===== src/shared/ppsi_defines.svh =====
// Purpose: offsets, field positions, reset values of the port status/irq block
// Assumes: byte addresses on a 32-bit APB, one aligned word per register
// Notes: included by bare name
`ifndef PPSI_DEFINES_SVH
`define PPSI_DEFINES_SVH

// ==========================================================
// register byte offsets
`define PPSI_OFF_MASK 8'h00
`define PPSI_OFF_STATUS 8'h04
`define PPSI_OFF_DATA 8'h08
`define PPSI_OFF_CTRL 8'h0c

// ==========================================================
// field positions, shared by status and mask, then control bits
`define PPSI_BIT_RECV 0
`define PPSI_BIT_XMIT 1
`define PPSI_BIT_ERROR 3
`define PPSI_BIT_ONLINE 4
`define PPSI_BIT_MEDIA 5
`define PPSI_BIT_HSHAKE 6
`define PPSI_BIT_BUSY 7
`define PPSI_CTRL_BIT_DIR 0
`define PPSI_CTRL_BIT_DMA 1

// ==========================================================
// reset values
`define PPSI_MASK_RST 8'h00
`define PPSI_CTRL_RST 2'h0
`define PPSI_DATA_RST 8'h00
`define PPSI_XMIT_EMPTY_RST 1'b1
`define PPSI_RECV_FULL_RST 1'b0

`endif


===== src/shared/ppsi_pkg.sv =====
// Purpose: types of the port status/irq block
// Assumes: nothing beyond the defines header
// Notes: field order of the packed structs is top bit first, down to bit 0
package ppsi_pkg;

  // ==========================================================
  // status register layout
  typedef struct packed {
    logic busy;
    logic handshake;
    logic media_empty;
    logic online;
    logic error;
    logic rsv2;
    logic xmit_empty_flag;
    logic recv_full_flag;
  } ppsi_status_t;

  // ==========================================================
  // interrupt mask register layout
  typedef struct packed {
    logic rsv7;
    logic handshake_irq_en;
    logic media_empty_irq_en;
    logic rsv4;
    logic error_irq_en;
    logic rsv2;
    logic xmit_empty_irq_en;
    logic recv_full_irq_en;
  } ppsi_mask_t;

  // ==========================================================
  // peripheral handshake pins as they arrive
  typedef struct packed {
    logic busy_in;
    logic handshake_in;
    logic media_empty_in;
    logic online_in;
    logic printer_error_in;
  } ppsi_pins_t;

  // ==========================================================
  // port control register layout
  typedef struct packed {
    logic dma_mode;
    logic port_dir;
  } ppsi_ctrl_t;

endpackage


===== src/design/ppsi_sync.sv =====
// Purpose: two-flop synchroniser for a group of level pins
// Assumes: inputs are asynchronous levels
// Notes: first stage is read by the second stage only
`timescale 1ns/100ps
module ppsi_sync #(
  parameter int WIDTH = 5
) (
  input wire logic clk,
  input wire logic rst_n,
  input wire logic [WIDTH-1:0] d,
  output logic [WIDTH-1:0] q
);

  logic [WIDTH-1:0] meta;

  initial begin
    if (WIDTH < 1) begin
      $error("ppsi_sync: WIDTH must be at least 1");
    end
  end

  always_ff @(posedge clk) begin
    if (!rst_n) begin
      meta <= '0;
      q <= '0;
    end else begin
      meta <= d;
      q <= meta;
    end
  end

endmodule


===== src/design/ppsi_data_slot.sv =====
// Purpose: port data register with its occupancy flags
// Assumes: all strobes come from logic on the same clock
// Notes: a set of a flag wins over a clear in the same cycle
`timescale 1ns/100ps
`include "ppsi_defines.svh"
module ppsi_data_slot (
  input wire logic clk,
  input wire logic rst_n,
  input wire logic port_dir,
  input wire logic sw_write,
  input wire logic [7:0] sw_wdata,
  input wire logic rd_take,
  input wire logic recv_stb,
  input wire logic [7:0] recv_data,
  input wire logic xmit_accept,
  output logic [7:0] data,
  output logic recv_full_flag,
  output logic xmit_empty_flag,
  output logic drive_oe,
  output logic load_pulse
);

  logic load_ok;
  logic recv_ok;

  // a byte is taken only in output direction and only into an empty slot
  assign load_ok = sw_write & ~port_dir & xmit_empty_flag;
  assign recv_ok = recv_stb & port_dir;

  // ==========================================================
  // data byte
  always_ff @(posedge clk) begin
    if (!rst_n) begin
      data <= `PPSI_DATA_RST;
    end else if (load_ok) begin
      data <= sw_wdata;
    end else if (recv_ok) begin
      data <= recv_data;
    end
  end

  // ==========================================================
  // receive-full flag
  always_ff @(posedge clk) begin
    if (!rst_n) begin
      recv_full_flag <= `PPSI_RECV_FULL_RST;
    end else if (recv_ok) begin
      recv_full_flag <= 1'b1;
    end else if (rd_take) begin
      recv_full_flag <= 1'b0;
    end
  end

  // ==========================================================
  // transmit-empty flag
  always_ff @(posedge clk) begin
    if (!rst_n) begin
      xmit_empty_flag <= `PPSI_XMIT_EMPTY_RST;
    end else if (xmit_accept & ~xmit_empty_flag) begin
      xmit_empty_flag <= 1'b1;
    end else if (load_ok) begin
      xmit_empty_flag <= 1'b0;
    end
  end

  // ==========================================================
  // pin drive and load strobe toward the handshake sequencer
  always_ff @(posedge clk) begin
    if (!rst_n) begin
      drive_oe <= 1'b0;
      load_pulse <= 1'b0;
    end else begin
      drive_oe <= ~port_dir;
      load_pulse <= load_ok;
    end
  end

endmodule


===== src/design/ppsi_top.sv =====
// Purpose: status and interrupt-mask logic of a byte-wide parallel port
// Assumes: APB slave on MCLK; handshake sequencer strobes share MCLK
// Notes: peripheral pins are synchronised before use
// Function
// - mask bit 0 lets a set receive-full flag raise the interrupt.
// - mask bit 1 lets a set transmit-empty flag raise the interrupt.
// - mask bits 3, 5, 6 enable fault, paper-end, acknowledge interrupts.
// - a cleared enable blocks its flag; all enables reset to zero.
// - status bit 0 is one while the data register holds a received byte.
// - reading the received byte clears the receive-full flag.
// - receive-full applies in input direction, for processor-driven transfers.
// - status bit 1 resets to one and is one while data register empty.
// - data register occupied while transmit-empty is zero; no new byte then.
// - transmit-empty stays zero after a load until the peripheral accepts.
// - transmit-empty applies in output direction, for processor-driven transfers.
// - status bit 3 is the inverse of the fault pin.
// - status bit 4 follows the select pin.
// - status bit 5 follows the paper-end pin.
// - status bit 6 is the inverse of the acknowledge pin.
// - status bit 7 follows the busy pin.
// - status register read-only in every mode; bit 2 reads zero.
// - direction zero drives the port out; one makes it an input.
// - under DMA, receive-full serves as the input DMA request.
//
// Chosen here: the APB register port and the register addresses.
`timescale 1ns/100ps
`include "ppsi_defines.svh"
module ppsi_top
  import ppsi_pkg::*;
#(
  parameter int ADDR_W = 8
) (
  input wire logic MCLK,
  input wire logic RST_N,
  // apb slave
  input wire logic PSEL,
  input wire logic PENABLE,
  input wire logic PWRITE,
  input wire logic [ADDR_W-1:0] PADDR,
  input wire logic [31:0] PWDATA,
  output logic [31:0] PRDATA,
  output logic PREADY,
  output logic PSLVERR,
  // peripheral pins, asynchronous
  input wire logic PRINTER_ERROR_IN,
  input wire logic ONLINE_IN,
  input wire logic MEDIA_EMPTY_IN,
  input wire logic HANDSHAKE_IN,
  input wire logic BUSY_IN,
  // handshake sequencer, same clock
  input wire logic RECV_STB,
  input wire logic [7:0] RECV_DATA,
  input wire logic XMIT_ACCEPT,
  input wire logic DMA_RD,
  // outputs
  output logic [7:0] PD_OUT,
  output logic PD_OE,
  output logic XMIT_LOAD,
  output logic PORT_DIR,
  output logic DMA_REQ,
  output logic IRQ
);

  // ==========================================================
  // elaboration check
  initial begin
    if (ADDR_W < 4 || ADDR_W > 32) begin
      $error("ppsi_top: ADDR_W must lie in 4..32");
    end
  end

  // ==========================================================
  // declarations
  ppsi_pins_t pins_raw;
  ppsi_pins_t pins;
  ppsi_mask_t irq_mask_reg;
  ppsi_ctrl_t ctrl_reg;
  ppsi_status_t port_status_reg;
  logic [7:0] mask_wr_bits;
  logic [7:0] port_data_reg;
  logic recv_full_flag;
  logic xmit_empty_flag;
  logic slot_oe;
  logic slot_load;
  logic setup;
  logic done;
  logic hit_mask;
  logic hit_status;
  logic hit_data;
  logic hit_ctrl;
  logic mapped;
  logic sw_data_write;
  logic sw_data_read;
  logic [31:0] next_rdata;
  logic next_irq;

  // ==========================================================
  // pin synchronisation
  assign pins_raw = '{
    busy_in: BUSY_IN,
    handshake_in: HANDSHAKE_IN,
    media_empty_in: MEDIA_EMPTY_IN,
    online_in: ONLINE_IN,
    printer_error_in: PRINTER_ERROR_IN
  };

  ppsi_sync #(
    .WIDTH($bits(ppsi_pins_t))
  ) u_sync (
    .clk(MCLK),
    .rst_n(RST_N),
    .d(pins_raw),
    .q(pins)
  );

  // ==========================================================
  // apb decode
  assign setup = PSEL & ~PENABLE & ~PREADY;
  assign done = PSEL & PENABLE & PREADY;
  assign hit_mask = (PADDR == ADDR_W'(`PPSI_OFF_MASK));
  assign hit_status = (PADDR == ADDR_W'(`PPSI_OFF_STATUS));
  assign hit_data = (PADDR == ADDR_W'(`PPSI_OFF_DATA));
  assign hit_ctrl = (PADDR == ADDR_W'(`PPSI_OFF_CTRL));
  assign mapped = hit_mask | hit_status | hit_data | hit_ctrl;
  assign sw_data_write = done & PWRITE & hit_data;
  assign sw_data_read = done & ~PWRITE & hit_data;

  // one wait-free access phase: ready rises the cycle after setup
  always_ff @(posedge MCLK) begin
    if (!RST_N) begin
      PREADY <= 1'b0;
      PSLVERR <= 1'b0;
    end else begin
      PREADY <= setup;
      PSLVERR <= setup & ~mapped;
    end
  end

  // ==========================================================
  // read data, captured in the setup cycle
  always_comb begin
    next_rdata = 32'h0000_0000;
    if (hit_mask) begin
      next_rdata = {24'h00_0000, irq_mask_reg};
    end else if (hit_status) begin
      next_rdata = {24'h00_0000, port_status_reg};
    end else if (hit_data) begin
      next_rdata = {24'h00_0000, port_data_reg};
    end else if (hit_ctrl) begin
      next_rdata = {30'h0000_0000, ctrl_reg};
    end
  end

  always_ff @(posedge MCLK) begin
    if (!RST_N) begin
      PRDATA <= 32'h0000_0000;
    end else if (setup && !PWRITE) begin
      PRDATA <= next_rdata;
    end else if (done) begin
      PRDATA <= 32'h0000_0000;
    end
  end

  // ==========================================================
  // interrupt mask register, reserved bits stay zero
  assign mask_wr_bits = (8'h01 << `PPSI_BIT_RECV) | (8'h01 << `PPSI_BIT_XMIT) | (8'h01 << `PPSI_BIT_ERROR)
    | (8'h01 << `PPSI_BIT_MEDIA) | (8'h01 << `PPSI_BIT_HSHAKE);

  always_ff @(posedge MCLK) begin
    if (!RST_N) begin
      irq_mask_reg <= `PPSI_MASK_RST;
    end else if (done && PWRITE && hit_mask) begin
      irq_mask_reg <= PWDATA[7:0] & mask_wr_bits;
    end
  end

  // ==========================================================
  // control register: direction and dma mode
  always_ff @(posedge MCLK) begin
    if (!RST_N) begin
      ctrl_reg <= `PPSI_CTRL_RST;
    end else if (done && PWRITE && hit_ctrl) begin
      ctrl_reg.port_dir <= PWDATA[`PPSI_CTRL_BIT_DIR];
      ctrl_reg.dma_mode <= PWDATA[`PPSI_CTRL_BIT_DMA];
    end
  end

  // ==========================================================
  // port data register and occupancy
  ppsi_data_slot u_slot (
    .clk(MCLK),
    .rst_n(RST_N),
    .port_dir(ctrl_reg.port_dir),
    .sw_write(sw_data_write),
    .sw_wdata(PWDATA[7:0]),
    .rd_take(sw_data_read | (DMA_RD & ctrl_reg.dma_mode)),
    .recv_stb(RECV_STB),
    .recv_data(RECV_DATA),
    .xmit_accept(XMIT_ACCEPT),
    .data(port_data_reg),
    .recv_full_flag(recv_full_flag),
    .xmit_empty_flag(xmit_empty_flag),
    .drive_oe(slot_oe),
    .load_pulse(slot_load)
  );

  // ==========================================================
  // status register, live view of flags and pins
  always_comb begin
    port_status_reg = '0;
    port_status_reg.recv_full_flag = recv_full_flag;
    port_status_reg.xmit_empty_flag = xmit_empty_flag;
    port_status_reg.rsv2 = 1'b0;
    port_status_reg.error = ~pins.printer_error_in;
    port_status_reg.online = pins.online_in;
    port_status_reg.media_empty = pins.media_empty_in;
    port_status_reg.handshake = ~pins.handshake_in;
    port_status_reg.busy = pins.busy_in;
  end

  // ==========================================================
  // interrupt: each flag gated by its enable
  always_comb begin
    next_irq = (port_status_reg.recv_full_flag & irq_mask_reg.recv_full_irq_en)
      | (port_status_reg.xmit_empty_flag & irq_mask_reg.xmit_empty_irq_en)
      | (port_status_reg.error & irq_mask_reg.error_irq_en)
      | (port_status_reg.media_empty & irq_mask_reg.media_empty_irq_en)
      | (port_status_reg.handshake & irq_mask_reg.handshake_irq_en);
  end

  always_ff @(posedge MCLK) begin
    if (!RST_N) begin
      IRQ <= 1'b0;
    end else begin
      IRQ <= next_irq;
    end
  end

  // ==========================================================
  // dma request, input direction only
  always_ff @(posedge MCLK) begin
    if (!RST_N) begin
      DMA_REQ <= 1'b0;
    end else begin
      DMA_REQ <= recv_full_flag & ctrl_reg.port_dir & ctrl_reg.dma_mode & ~(DMA_RD & DMA_REQ);
    end
  end

  // ==========================================================
  // outputs toward pins and sequencer
  always_ff @(posedge MCLK) begin
    if (!RST_N) begin
      PORT_DIR <= 1'b0;
    end else begin
      PORT_DIR <= ctrl_reg.port_dir;
    end
  end

  assign PD_OUT = port_data_reg;
  assign PD_OE = slot_oe;
  assign XMIT_LOAD = slot_load;

endmodule


===== config.mk =====
export PLATFORM = sky130hd
export DESIGN_NAME = ppsi_top
export DESIGN_NICKNAME = d
export VERILOG_FILES = /design/src/shared/ppsi_pkg.sv /design/src/design/ppsi_sync.sv /design/src/design/ppsi_data_slot.sv /design/src/design/ppsi_top.sv
export VERILOG_INCLUDE_DIRS = /design/src /design/src/shared
export SDC_FILE = /design/constraint.sdc
export NUM_CORES = 1
export LEC_CHECK = 0
export BUFFER_PORTS_ARGS = -buffer_cell sky130_fd_sc_hd__buf_2
export CAP_MARGIN = 20
export CORE_MARGIN = 4
export CORE_UTILIZATION = 47
export DETAILED_ROUTE_END_ITERATION = 8
export GPL_ROUTABILITY_DRIVEN = 0
export PLACE_DENSITY = 0.85
export SLEW_MARGIN = 20
export SYNTH_ARGS = -nofsm -noshare
export SYNTH_HDL_FRONTEND = slang
export SYNTH_SLANG_ARGS = --single-unit
export TNS_END_PERCENT = 100

===== constraint.sdc =====
create_clock -name MCLK -period 2.7 [get_ports MCLK]
set_clock_uncertainty 0.2 [all_clocks]
set_input_delay 0 -clock MCLK [delete_from_list [all_inputs] [get_ports MCLK]]
set_output_delay 0 -clock MCLK [all_outputs]
set_load 0.005 [all_outputs]

; Word level (Yosys, flattened, before mapping)
; Cells that the tools add are included.
[op_classes]
reduce_logical = 10
muxes = 10
mul = 0
addsub = 0
bitwise = 41
n_shift = 0
n_eq_ne = 3
div_mod_pow = 0
magnitude_cmp = 0
[op_table]
columns = op, count
row1 = two-way mux 32 bit, 2
row2 = two-way mux 8 bit, 5
row3 = AND 1 bit, 23
row4 = "== test 8 x 4 -> 1 bit, second input constant", 2
row5 = NOT 1 bit, 10
row6 = "== test 8 x 3 -> 1 bit, second input constant", 1
row7 = zero test 8 bit, 1
row8 = OR 1 bit, 8
row9 = nonzero test 2 bit, 3
row10 = logical AND 1 bit, 4
row11 = two-way mux 1 bit, 2
row12 = two-way mux 2 bit, 1
row13 = OR reduction 2 bit, 1
row14 = zero test 1 bit, 1
[totals]
in_bits = 61
word_cells = 84
memories = 0
ff_bits = 66
output_inout_bits = 47
mem_bits_rw = 0
rom_bits = 0
latchBits = 0

; Logic depth before layout (Yosys ltp)
; Gate-level depths: netlist of run 1.
[logic_depth]
word_depth = 7
depth_mapped = 6

; By module
; Synthesis of run 1 repeated with hierarchy kept, for this count alone.
[hier_totals]
hier_cells = 201
hier_area_um2 = 2000.7
[modules_own_cells]
columns = mod, cells_per_inst, instances, seq_area_each_um2, area_each_um2
row1 = ppsi_top, 124, 1, 400.4, 1141.1
row2 = ppsi_data_slot, 57, 1, 240.2, 596.8
row3 = ppsi_sync, 20, 1, 200.2, 262.8

; Least setup slack after synthesis of run 1
; No wires, ideal clock.
[synth_timing]
path_kind = register -> register
startpoint = reg ctrl_reg[0] (netlist name)
endpoint = reg u_slot.data[0]
required_time_ns = 2.414
period_less_slack_ns = 1.636
setup_ns = 0.086
t_arrival_ns = 1.351
stages_incl_launch_ff = 6
path_slack_ns = 1.064
path_cell_list = dfxtp_1 buf_2 nor4bb_1 nand4_2 buf_2 a211oi_1
[synth_via]
elab_chain_len = 4
elab_cells_between_ends = 6
classes_between = mux: 1 / bitwise: 4 / reduce/logical: 1
[synth_rtl]
columns = item, line_no
row1 = NOT 1 bit, ppsi_data_slot.sv:27  ; assign load_ok = sw_write & ~port_dir & xmit_empty_flag;
row2 = AND 1 bit (2 in series), ppsi_data_slot.sv:27
row3 = two-way mux 8 bit / nonzero test 2 bit (equally long branches), -
row4 = to (signal assigned), ppsi_data_slot.sv:34  ; data <= `PPSI_DATA_RST;
row5 = to (signal assigned), ppsi_data_slot.sv:36  ; data <= sw_wdata;
row6 = to (signal assigned), ppsi_data_slot.sv:38  ; data <= recv_data;
row7 = to (decl), ppsi_data_slot.sv:16  ; output logic [7:0] data,
; Several ways; a longest one is shown, not always the timed one.
; A chain may end at the register's enable or synchronous reset.

; Final worst setup path of run 1
[layout_timing]
startpoint = reg ctrl_reg[0] (netlist name)
endpoint = reg u_slot.data[7]
[layout_via]
elab_chain_len = 4
elab_cells_between_ends = 6
classes_between = mux: 1 / bitwise: 4 / reduce/logical: 1
[layout_rtl]
columns = item, line_no
row1 = NOT 1 bit, ppsi_data_slot.sv:27
row2 = AND 1 bit (2 in series), ppsi_data_slot.sv:27
row3 = two-way mux 8 bit / nonzero test 2 bit (equally long branches), -
; Several ways; a longest one is shown, not always the timed one.

==> results of run 1 <==
==> through the flow <==
stage                     power [mW]  instances  setup WS (ps)   util  area, um^2
after floorplan                0.716        215           1060      -        1970
after global placement         0.733        293            807  0.564        2130
after detailed placement       0.734        293            770  0.564        2130
after CTS                       1.37        340            216  0.705        2660
after global routing            1.42        340           28.2  0.705        2660
final                           1.37        340            125  0.705        2660
==> worst min-delay path by stage <==
stage	from	to	slack, ps
2_1_floorplan	DMA_RD	DMA_REQ	-110
3_3_place_gp	MEDIA_EMPTY_IN	u_sync.meta[2]	8
3_5_place_dp	ONLINE_IN	u_sync.meta[1]	10
4_1_cts	PADDR[7]	PRDATA[4]	40
5_1_grt	PADDR[7]	PRDATA[7]	60
6_report	PADDR[0]	PRDATA[4]	40
==> layout make-up <==
cell class	instances	area, um^2
Multi-Input combinational cell	137	897
Inverter	5	18.8
Timing Repair Buffer	100	701
Fill cell	254	1110
Tap cell	48	60.1
Sequential cell	42	841
Clock buffer	6	82.6
Clock inverter	2	60.1
==> where the power goes <==
part | switching, mW | leakage (nW) | internal (mW)
Sequential | 0.00325 | 0.341 | 0.628
Combinational | 0.0635 | 0.862 | 0.0679
Clock | 0.218 | 0.0714 | 0.394
==> cells in the mapped netlist (all sizes together), types with 3 or more instances <==
cell type	n	area [um^2]
or2	3	18.8
a32o	3	30.0
o2bb2ai	3	26.3
o211ai	3	22.5
buf	28	203
nor2	17	63.8
a21oi	7	35.0
o221ai	3	26.3
nand4	8	56.3
a211oi	5	37.5
nor4	3	55.1
nand2	11	41.3
and2	11	68.8
a22o	4	35.0
inv	4	15.0
dfxtp	42	841
clkbuf	3	11.3
nand3	3	15.0
mux2i	14	140
==> placed cells by master, fill, tap and decap left out, drive strengths merged, types with 5 or more instances in the layout <==
master / count
a211oi: 5
a21oi: 7
and2: 11
buf: 61
clkbuf: 6
conb: 24
dfxtp: 42
dlygate4sd3: 39
mux2i: 14
nand2: 11
nand4: 8
nor2: 17
==> routing by layer <==
metal  share of wire  vias up
met4           0.023        0
met1            0.40      806
li1                -      831
met5               0        -
met2            0.50       90
met3           0.077       13
==> critical path, cell delays in order (launching register included) <==
cell	delay, ps
dfxtp_1	410
nor4bb_1	400
nand4_2	490
nand4_1	290
o211ai_1	110
dlygate4sd3_1	570
==> cell families after synthesis <==
group	count (synthesis)	share of synthesized area
compound gates	32	0.129
buf+inv	36	0.123
flops	42	0.446
mux	14	0.0744
other cells	1	0.00199
simple gates	67	0.225
==> flow_metrics.tcl, run 1 <==
set metrics [dict create \
    yosys_warnings 0 \
    fmax_ghz 0.388 \
    numPortBuffers 59 \
    postCtsHoldBufs 39 \
    drt_iter0_drc 175 \
    holdWs_ps 41.9 \
    syn2layout_area_growth_pct 41.2 \
    synth_ff_type "dfxtp_1" \
    grt_pass1_wl_um 8250 \
    vias_per_cell 5.12 \
    core_um2 3770 \
    slew_violations 0 \
    period_needed_ps 2570 \
    holdPathStages 4 \
    synthArstFlopShare 0 \
    finalCritPeriodShare 0.954 \
    status "finished, final reports clean" \
    syn_avg_cell_area_um2 9.81 \
    drive_gt1_frac 0.267 \
    ys_seq_area_frac 0.446 \
    setup.worst_path.class "register to register" \
    syn-instance-count 192 \
    worstSkewPairLatency_ps 300 \
    drtAntennaViolNets 0 \
    drv_cap 0 \
    crit_arrival_ps 2570 \
    r2r-end "u_slot.data[7]" \
    r2r_start "ctrl_reg[0]" \
    critPathCapture "u_slot.data[7]" \
    cts.path.max_buffers 2 \
    ir_worst_vdd_mv 0.227 \
    finalHoldViolCount 0 \
    die_area_um2 5090 \
    p_per_area_nw_per_um2 517 \
    antenna_cells 0 \
    ys_ff_latch 42 \
    reg2reg_slack_ps 130 \
    grt_setup_unrepaired "false" \
    reg2reg_depth 5 \
    setup_viol 0 \
    grt_max_degree 19 \
    grt_util_met1 0.250 \
    hold_path.class "input pin to register" \
    cts_max_level 2 \
    grt_pass1_vias 1672 \
    cts_sinks 42 \
    cp-startpoint "ctrl_reg[0]" \
    slew_headroom 0.564 \
    gr-usage-met3 0.0393 \
    fin_nets 352 \
    firstDrtPassIters 4 \
    start_util 0.500 \
    cts.repair.resized 0 \
    grt-ovfl-total 0 \
    io_pins 108 \
    cts_inserted_buffers 5 \
    cts_setup_buffers 0 \
    cts_tree "built" \
    fp.dieH_um 71.3 \
    die_x_um 71.3 \
    met2_usage 0.353 \
    dp_hpwl_um 2990 \
    leakagePower_nw 1.27 \
    cts-root-buf "clkbuf_8" \
    synth_edf_count 0 \
    grt.busiest_layer "met2" \
    tightest_slew_ps 654 \
    cp.required_ps 2690 \
    largestRegisters "PRDATA (8), u_slot.data (8)" \
    grtUsageTotal 0.206 \
    synth_cell_type_count 37 \
    wire_per_inst_um 15.4 \
    setup-tns-final_ps 0 \
    end_kind "register" \
    critical_path.max_fanout 18 \
    syn_area_um2 1880 \
    drc_errors 0 \
    grt_antenna_before_repair 0 \
    path_clk_slew_ps 80 \
    critPathLaunchType "register" \
    wl_um 5230 \
    rows 22 \
    num_vias 1740 \
]
(Power assumes the default switching activity.)
==> inputs of run 2 (changes only) <==
Settings changed: ABC_AREA set to 1, CORE_UTILIZATION 47 to 48, PLACE_DENSITY 0.85 to 0.84.
==> run 2 against run 1 <==
Total power down 9.7%. First-iteration DRC count up 29%. Critical path type is now input pin to register. Critical path depth up 4. Critical endpoint is now u_slot.data[6]. Final area up 6.0%.
==> flow_metrics.tcl, run 2 <==
set metrics [dict create \
    cp.required_ps 2690 \
    grt_max_degree 23 \
    met2_usage 0.327 \
    cp_slowest_cell "dlygate4sd3_1" \
    cts_tree "built" \
    cts_inserted_buffers 5 \
    drive_gt1_frac 0.230 \
    tightest_slew_ps 831 \
    holdPathStages 6 \
    final.fill_count 326 \
    crit_arrival_ps 2360 \
    finalCritPeriodShare 0.879 \
    reg2reg_depth 6 \
    grt_pass1_wl_um 8180 \
    start_util 0.509 \
    yosys_warnings 0 \
    worstSkewPairLatency_ps 300 \
    holdWs_ps 27.6 \
    rows 23 \
    total_power_mw 1.24 \
    slew_headroom 0.446 \
    fp.dieH_um 73.9 \
    synth_cell_type_count 30 \
    gr-usage-met3 0.0479 \
    layout_common_cells "66 x nand2_1, 59 x buf_2, 44 x inv_1" \
    cpPeakStageDelay_ps 590 \
    synth_ff_type "dfxtp_1" \
    grt_setup_unrepaired "false" \
    setup_viol 0 \
    path_cells "dlygate4sd3_1 > buf_2 > nor2_2 > nand3_2 > nor2_4 > nand3_4 > nor2_1 > a211oi_2 > dlygate4sd3_1" \
    ys_ff_latch 42 \
    leakagePower_nw 1.39 \
    fin_area_um2 2820 \
    drt_iter0_drc 225 \
    cts-root-buf "clkbuf_8" \
    status "finished, final reports clean" \
    die_x_um 73.9 \
    cts_sinks 42 \
    vias_per_cell 4.85 \
    ir_worst_vdd_mv 0.350 \
    layout_commonest_cell "nand2_1" \
    reg2reg_slack_ps 520 \
    largestRegisters "PRDATA (8), u_slot.data (8)" \
    die_area_um2 5460 \
    ys_seq_area_frac 0.404 \
    drv_cap 0 \
    num_vias 2096 \
    hold_path.class "input pin to register" \
    grt_util_met1 0.242 \
    setup-tns-final_ps 0 \
    core_um2 4090 \
    synthArstFlopShare 0 \
    dpl-instance-area_um2 2300 \
    fin_util 0.690 \
    path_clk_slew_ps 80 \
    cts.repair.resized 0 \
    drtAntennaViolNets 0 \
    synth_commonest_cells "66 x nand2_1, 44 x inv_1, 42 x dfxtp_1" \
    cts_setup_buffers 0 \
    slew_violations 0 \
    cts.path.max_buffers 2 \
    numPortBuffers 59 \
    drc_errors 0 \
    fmax_ghz 0.422 \
    syn_area_um2 2080 \
    finalHoldViolCount 0 \
    io_pins 108 \
    cpLargestDelayFamily "buffers and inverters" \
    cts_max_level 2 \
    period_needed_ps 2370 \
    firstDrtPassIters 5 \
    critical_path.max_fanout 14 \
    syn2layout_area_growth_pct 35.5 \
    hold_end "PRDATA[2]" \
    wire_per_inst_um 12.3 \
    syn-instance-count 282 \
    r2r-end "u_slot.data[6]" \
    synth_edf_count 0 \
    grt.busiest_layer "met2" \
    syn_avg_cell_area_um2 7.38 \
    ys_top_cells_by_area "dfxtp_1 40%, nand2_1 12%, buf_4 8.7%" \
    fin_nets 442 \
    grtUsageTotal 0.195 \
    grt-ovfl-total 0 \
    synth.top_cell.area_share 0.404 \
    antenna_cells 0 \
    end_kind "register" \
    grt_antenna_before_repair 0 \
    grt_pass1_vias 1841 \
    synth.most_common_cell "nand2_1" \
    dp_hpwl_um 3500 \
    critPathLaunchType "input pin" \
    crit_buf_inv 3 \
    wl_um 5310 \
    cp_common_cell "dlygate4sd3_1" \
    yosys.area.top_type "dfxtp_1" \
    min_from "PADDR[7]" \
    p_per_area_nw_per_um2 440 \
    r2r_start "u_slot.xmit_empty_flag" \
    setup.worst_path.class "input pin to register" \
    postCtsHoldBufs 41 \
]
## run 2: cell count changes in the layout (fill, tap and decap cells not counted), moves of 4 or more
cell	change
a211oi_2	+5
a21oi_1	+16
a22o_1	-4
and2_1	-11
inv_1	+40
mux2i_1	-14
nand2_1	+55
nand3_1	+15
nand4_1	-4
nor2_2	+4
o21ai_0	+8
## run 2: per-stage QoR
stage                     worst slack [ps]  instances
after floorplan                       1320        305
after global placement                1070        383
after detailed placement              1050        383
after CTS                              366        432
after global routing                   160        432
final                                  328        432
## run 2: kinds of logic (layout without fill, tap and decap cells)
group / Yosys count / after routing / share of synthesized area
AND/OR/NAND/NOR: 117 / 117 / 0.266
buffers and inverters: 77 / 154 / 0.191
AO/OA/AOI/OAI: 45 / 45 / 0.137
flip-flops: 42 / 42 / 0.404
other: 1 / 24 / 0.00180
## run 2: worst max-delay path by stage
stage / slack (ps) / depth (start not counted) / to / start
final: 330 / 9 / u_slot.data[6] / PADDR[1]
after global routing: 160 / 9 / u_slot.data[6] / PADDR[1]
after CTS: 370 / 9 / u_slot.data[6] / PADDR[1]
after detailed placement: 1050 / 8 / PRDATA[4] / PADDR[4]
after global placement: 1070 / 8 / PRDATA[4] / PADDR[4]
after floorplan: 1320 / 6 / u_slot.data[6] / PREADY
## run 2: metal layers
| metal | vias to the layer above | wire length (um) |
|---|---|---|
| li1 | 1038 | - |
| met5 | - | 0 |
| met3 | 12 | 544 |
| met2 | 123 | 2560 |
| met1 | 923 | 2100 |
| met4 | 0 | 103 |
## run 2: layout make-up
cell class,instances,area [um^2],area share
Multi-Input combinational cell,186,930,0.330
Clock inverter,3,40.0,0.0142
Clock buffer,5,68.8,0.0244
Timing Repair Buffer,100,706,0.250
Sequential cell,42,841,0.298
Inverter,46,173,0.0612
Tap cell,50,62.6,0.0222
## run 2: worst register-to-register path: cells and delay by family (launching register included)
kind            cells  cell delay, ps
simple gates        3             790
buf+inv             2             660
flops               1             370
compound gates      1              50
## run 2: power breakdown
part           switching (mW)  internal, mW  leakage, nW  total [mW]
registers             0.00310         0.628        0.341       0.631
logic                  0.0623        0.0611        0.993       0.123
clock network           0.215         0.272       0.0579       0.487
total                   0.280         0.961         1.39        1.24
==> inputs of run 3 (changes only) <==
Settings changed: CORE_UTILIZATION 48 to 45, PLACE_DENSITY 0.84 to 0.8.
Clock period 2.7 ns to 2.57 ns, I/O delays scaled along.
==> run 3 against run 2 <==
Utilization fell by 5.5 points. Critical path depth unchanged. First-iteration DRC count shrank 60%. Count of clock-buffer cells in the layout rose by 2. Via count shrank 4.5%. Worst hold slack worse by 7.9 ps. Setup slack worse by 140 ps. Combinational power grew 5%.
==> flow_metrics.tcl, run 3 (synthesized netlist as in run 2, its figures left out) <==
set metrics [dict create \
    cp.required_ps 2550 \
    rows 24 \
    final.fill_count 392 \
    grt_pass1_wl_um 8620 \
    grt_pass1_vias 1872 \
    vias_per_cell 4.61 \
    setup-tns-final_ps 0 \
    dpl-instance-area_um2 2300 \
    grt_setup_unrepaired "false" \
    firstDrtPassIters 4 \
    drt_iter0_drc 91 \
    cts.path.max_buffers 2 \
    grt-ovfl-total 0 \
    fmax_ghz 0.419 \
    worstSkewPairLatency_ps 290 \
    finalHoldViolCount 0 \
    p_clk_frac 0.352 \
    setup_viol 0 \
    internal_power_mw 0.940 \
    finalCritPeriodShare 0.928 \
    tightest_slew_ps 810 \
    slew_headroom 0.459 \
    status "finished, final reports clean" \
    ir_worst_vdd_mv 0.240 \
    cts-root-buf "clkbuf_8" \
    drv_cap 0 \
    cts_sinks 42 \
    cts_tree "built" \
    fin_area_um2 2810 \
    end_kind "register" \
    path_clk_slew_ps 80 \
    grtUsageTotal 0.181 \
    slew_violations 0 \
    drtAntennaViolNets 0 \
    grt_max_degree 23 \
    drc_errors 0 \
    drive_gt1_frac 0.228 \
    die_area_um2 5780 \
    hold_path.class "input pin to register" \
    layout_commonest_cell "nand2_1" \
    power_switching_mw 0.282 \
    wire_per_inst_um 12.1 \
    die_x_um 76.0 \
    start_util 0.472 \
    cts_setup_buffers 0 \
    seq_power_share 0.543 \
    antenna_cells 0 \
    critPathLaunchType "input pin" \
    fin_nets 442 \
    cts.repair.resized 0 \
    holdWs_ps 19.7 \
    cts_max_level 2 \
    layout_setup_ws_ps 185 \
    period_needed_ps 2380 \
    num_vias 2002 \
    setup.worst_path.class "input pin to register" \
    pre_cts_slack_ps 922 \
    layout_common_cells "66 x nand2_1, 59 x buf_2, 44 x inv_1" \
    combPwrFrac 0.106 \
    fp.dieH_um 76.0 \
    leakagePower_nw 1.38 \
    p_per_area_nw_per_um2 436 \
    cts_inserted_buffers 5 \
    largestRegisters "PRDATA (8), u_slot.data (8)" \
    p_sw_frac 0.231 \
    wl_um 5240 \
    io_pins 108 \
    syn2layout_area_growth_pct 34.7 \
    numPortBuffers 59 \
    crit_arrival_ps 2370 \
    core_um2 4410 \
    dp_hpwl_um 3620 \
    critical_path.max_fanout 14 \
    grt_antenna_before_repair 0 \
]
run 3: path summary, 6_finish.rpt:
path,from,end,slack (ps),cells after the start
setup / recovery,PADDR[1],u_slot.data[3],190,9
setup reg to reg,u_slot.xmit_empty_flag,u_slot.data[3],370,6
hold / removal,RECV_STB,u_slot.recv_full_flag,20,3
hold reg to reg,u_sync.meta[4],u_sync.q[4],210,2
run 3: power by group through the flow:
stage | Clock [mW] | Combinational (mW) | Sequential [mW]
after global placement | 0 | 0.0856 | 0.678
after detailed placement | 0 | 0.0876 | 0.678
after floorplan | 0 | 0.0737 | 0.678
after CTS | 0.440 | 0.125 | 0.663
final | 0.430 | 0.129 | 0.663
after global routing | 0.468 | 0.143 | 0.664
run 3: through the flow:
step / cells / power, mW / utilization
finish: 434 / 1.22 / 0.635
global route: 434 / 1.28 / 0.635
CTS: 434 / 1.23 / 0.635
detailed placement: 385 / 0.765 / 0.522
global placement: 385 / 0.763 / 0.522
floorplan: 305 / 0.751 / -
run 3: per-layer routing:
layer,wire length (um),vias up,global-route usage
met2,2430,78,0.288
met1,2260,872,0.231
met4,116,0,0.0730
met5,0,-,0
li1,-,1039,-
met3,429,13,0.0496
run 3: cell type report:
class	count	area, um^2	area share
clock buffer	7	86.3	0.0308
clock inverter	1	5.00	0.00178
inverter	46	173	0.0616
multi-input combinational	186	930	0.331
sequential	42	841	0.300
tap	52	65.1	0.0232
timing repair buffer	100	706	0.252
run 3: what timing repair did:
item	in CTS	in global routing
endpoints found under the hold margin	35	0
setup endpoints to repair	0	0
hold buffers	41	0
run 3: worst max-delay path: stages:
cell and delay [ps]:
dlygate4sd3_1 530, buf_2 130, nor2_2 180, nand3_2 110
nor2_4 290, nand3_4 270, nor2_1 190, a211oi_2 50
dlygate4sd3_1 600
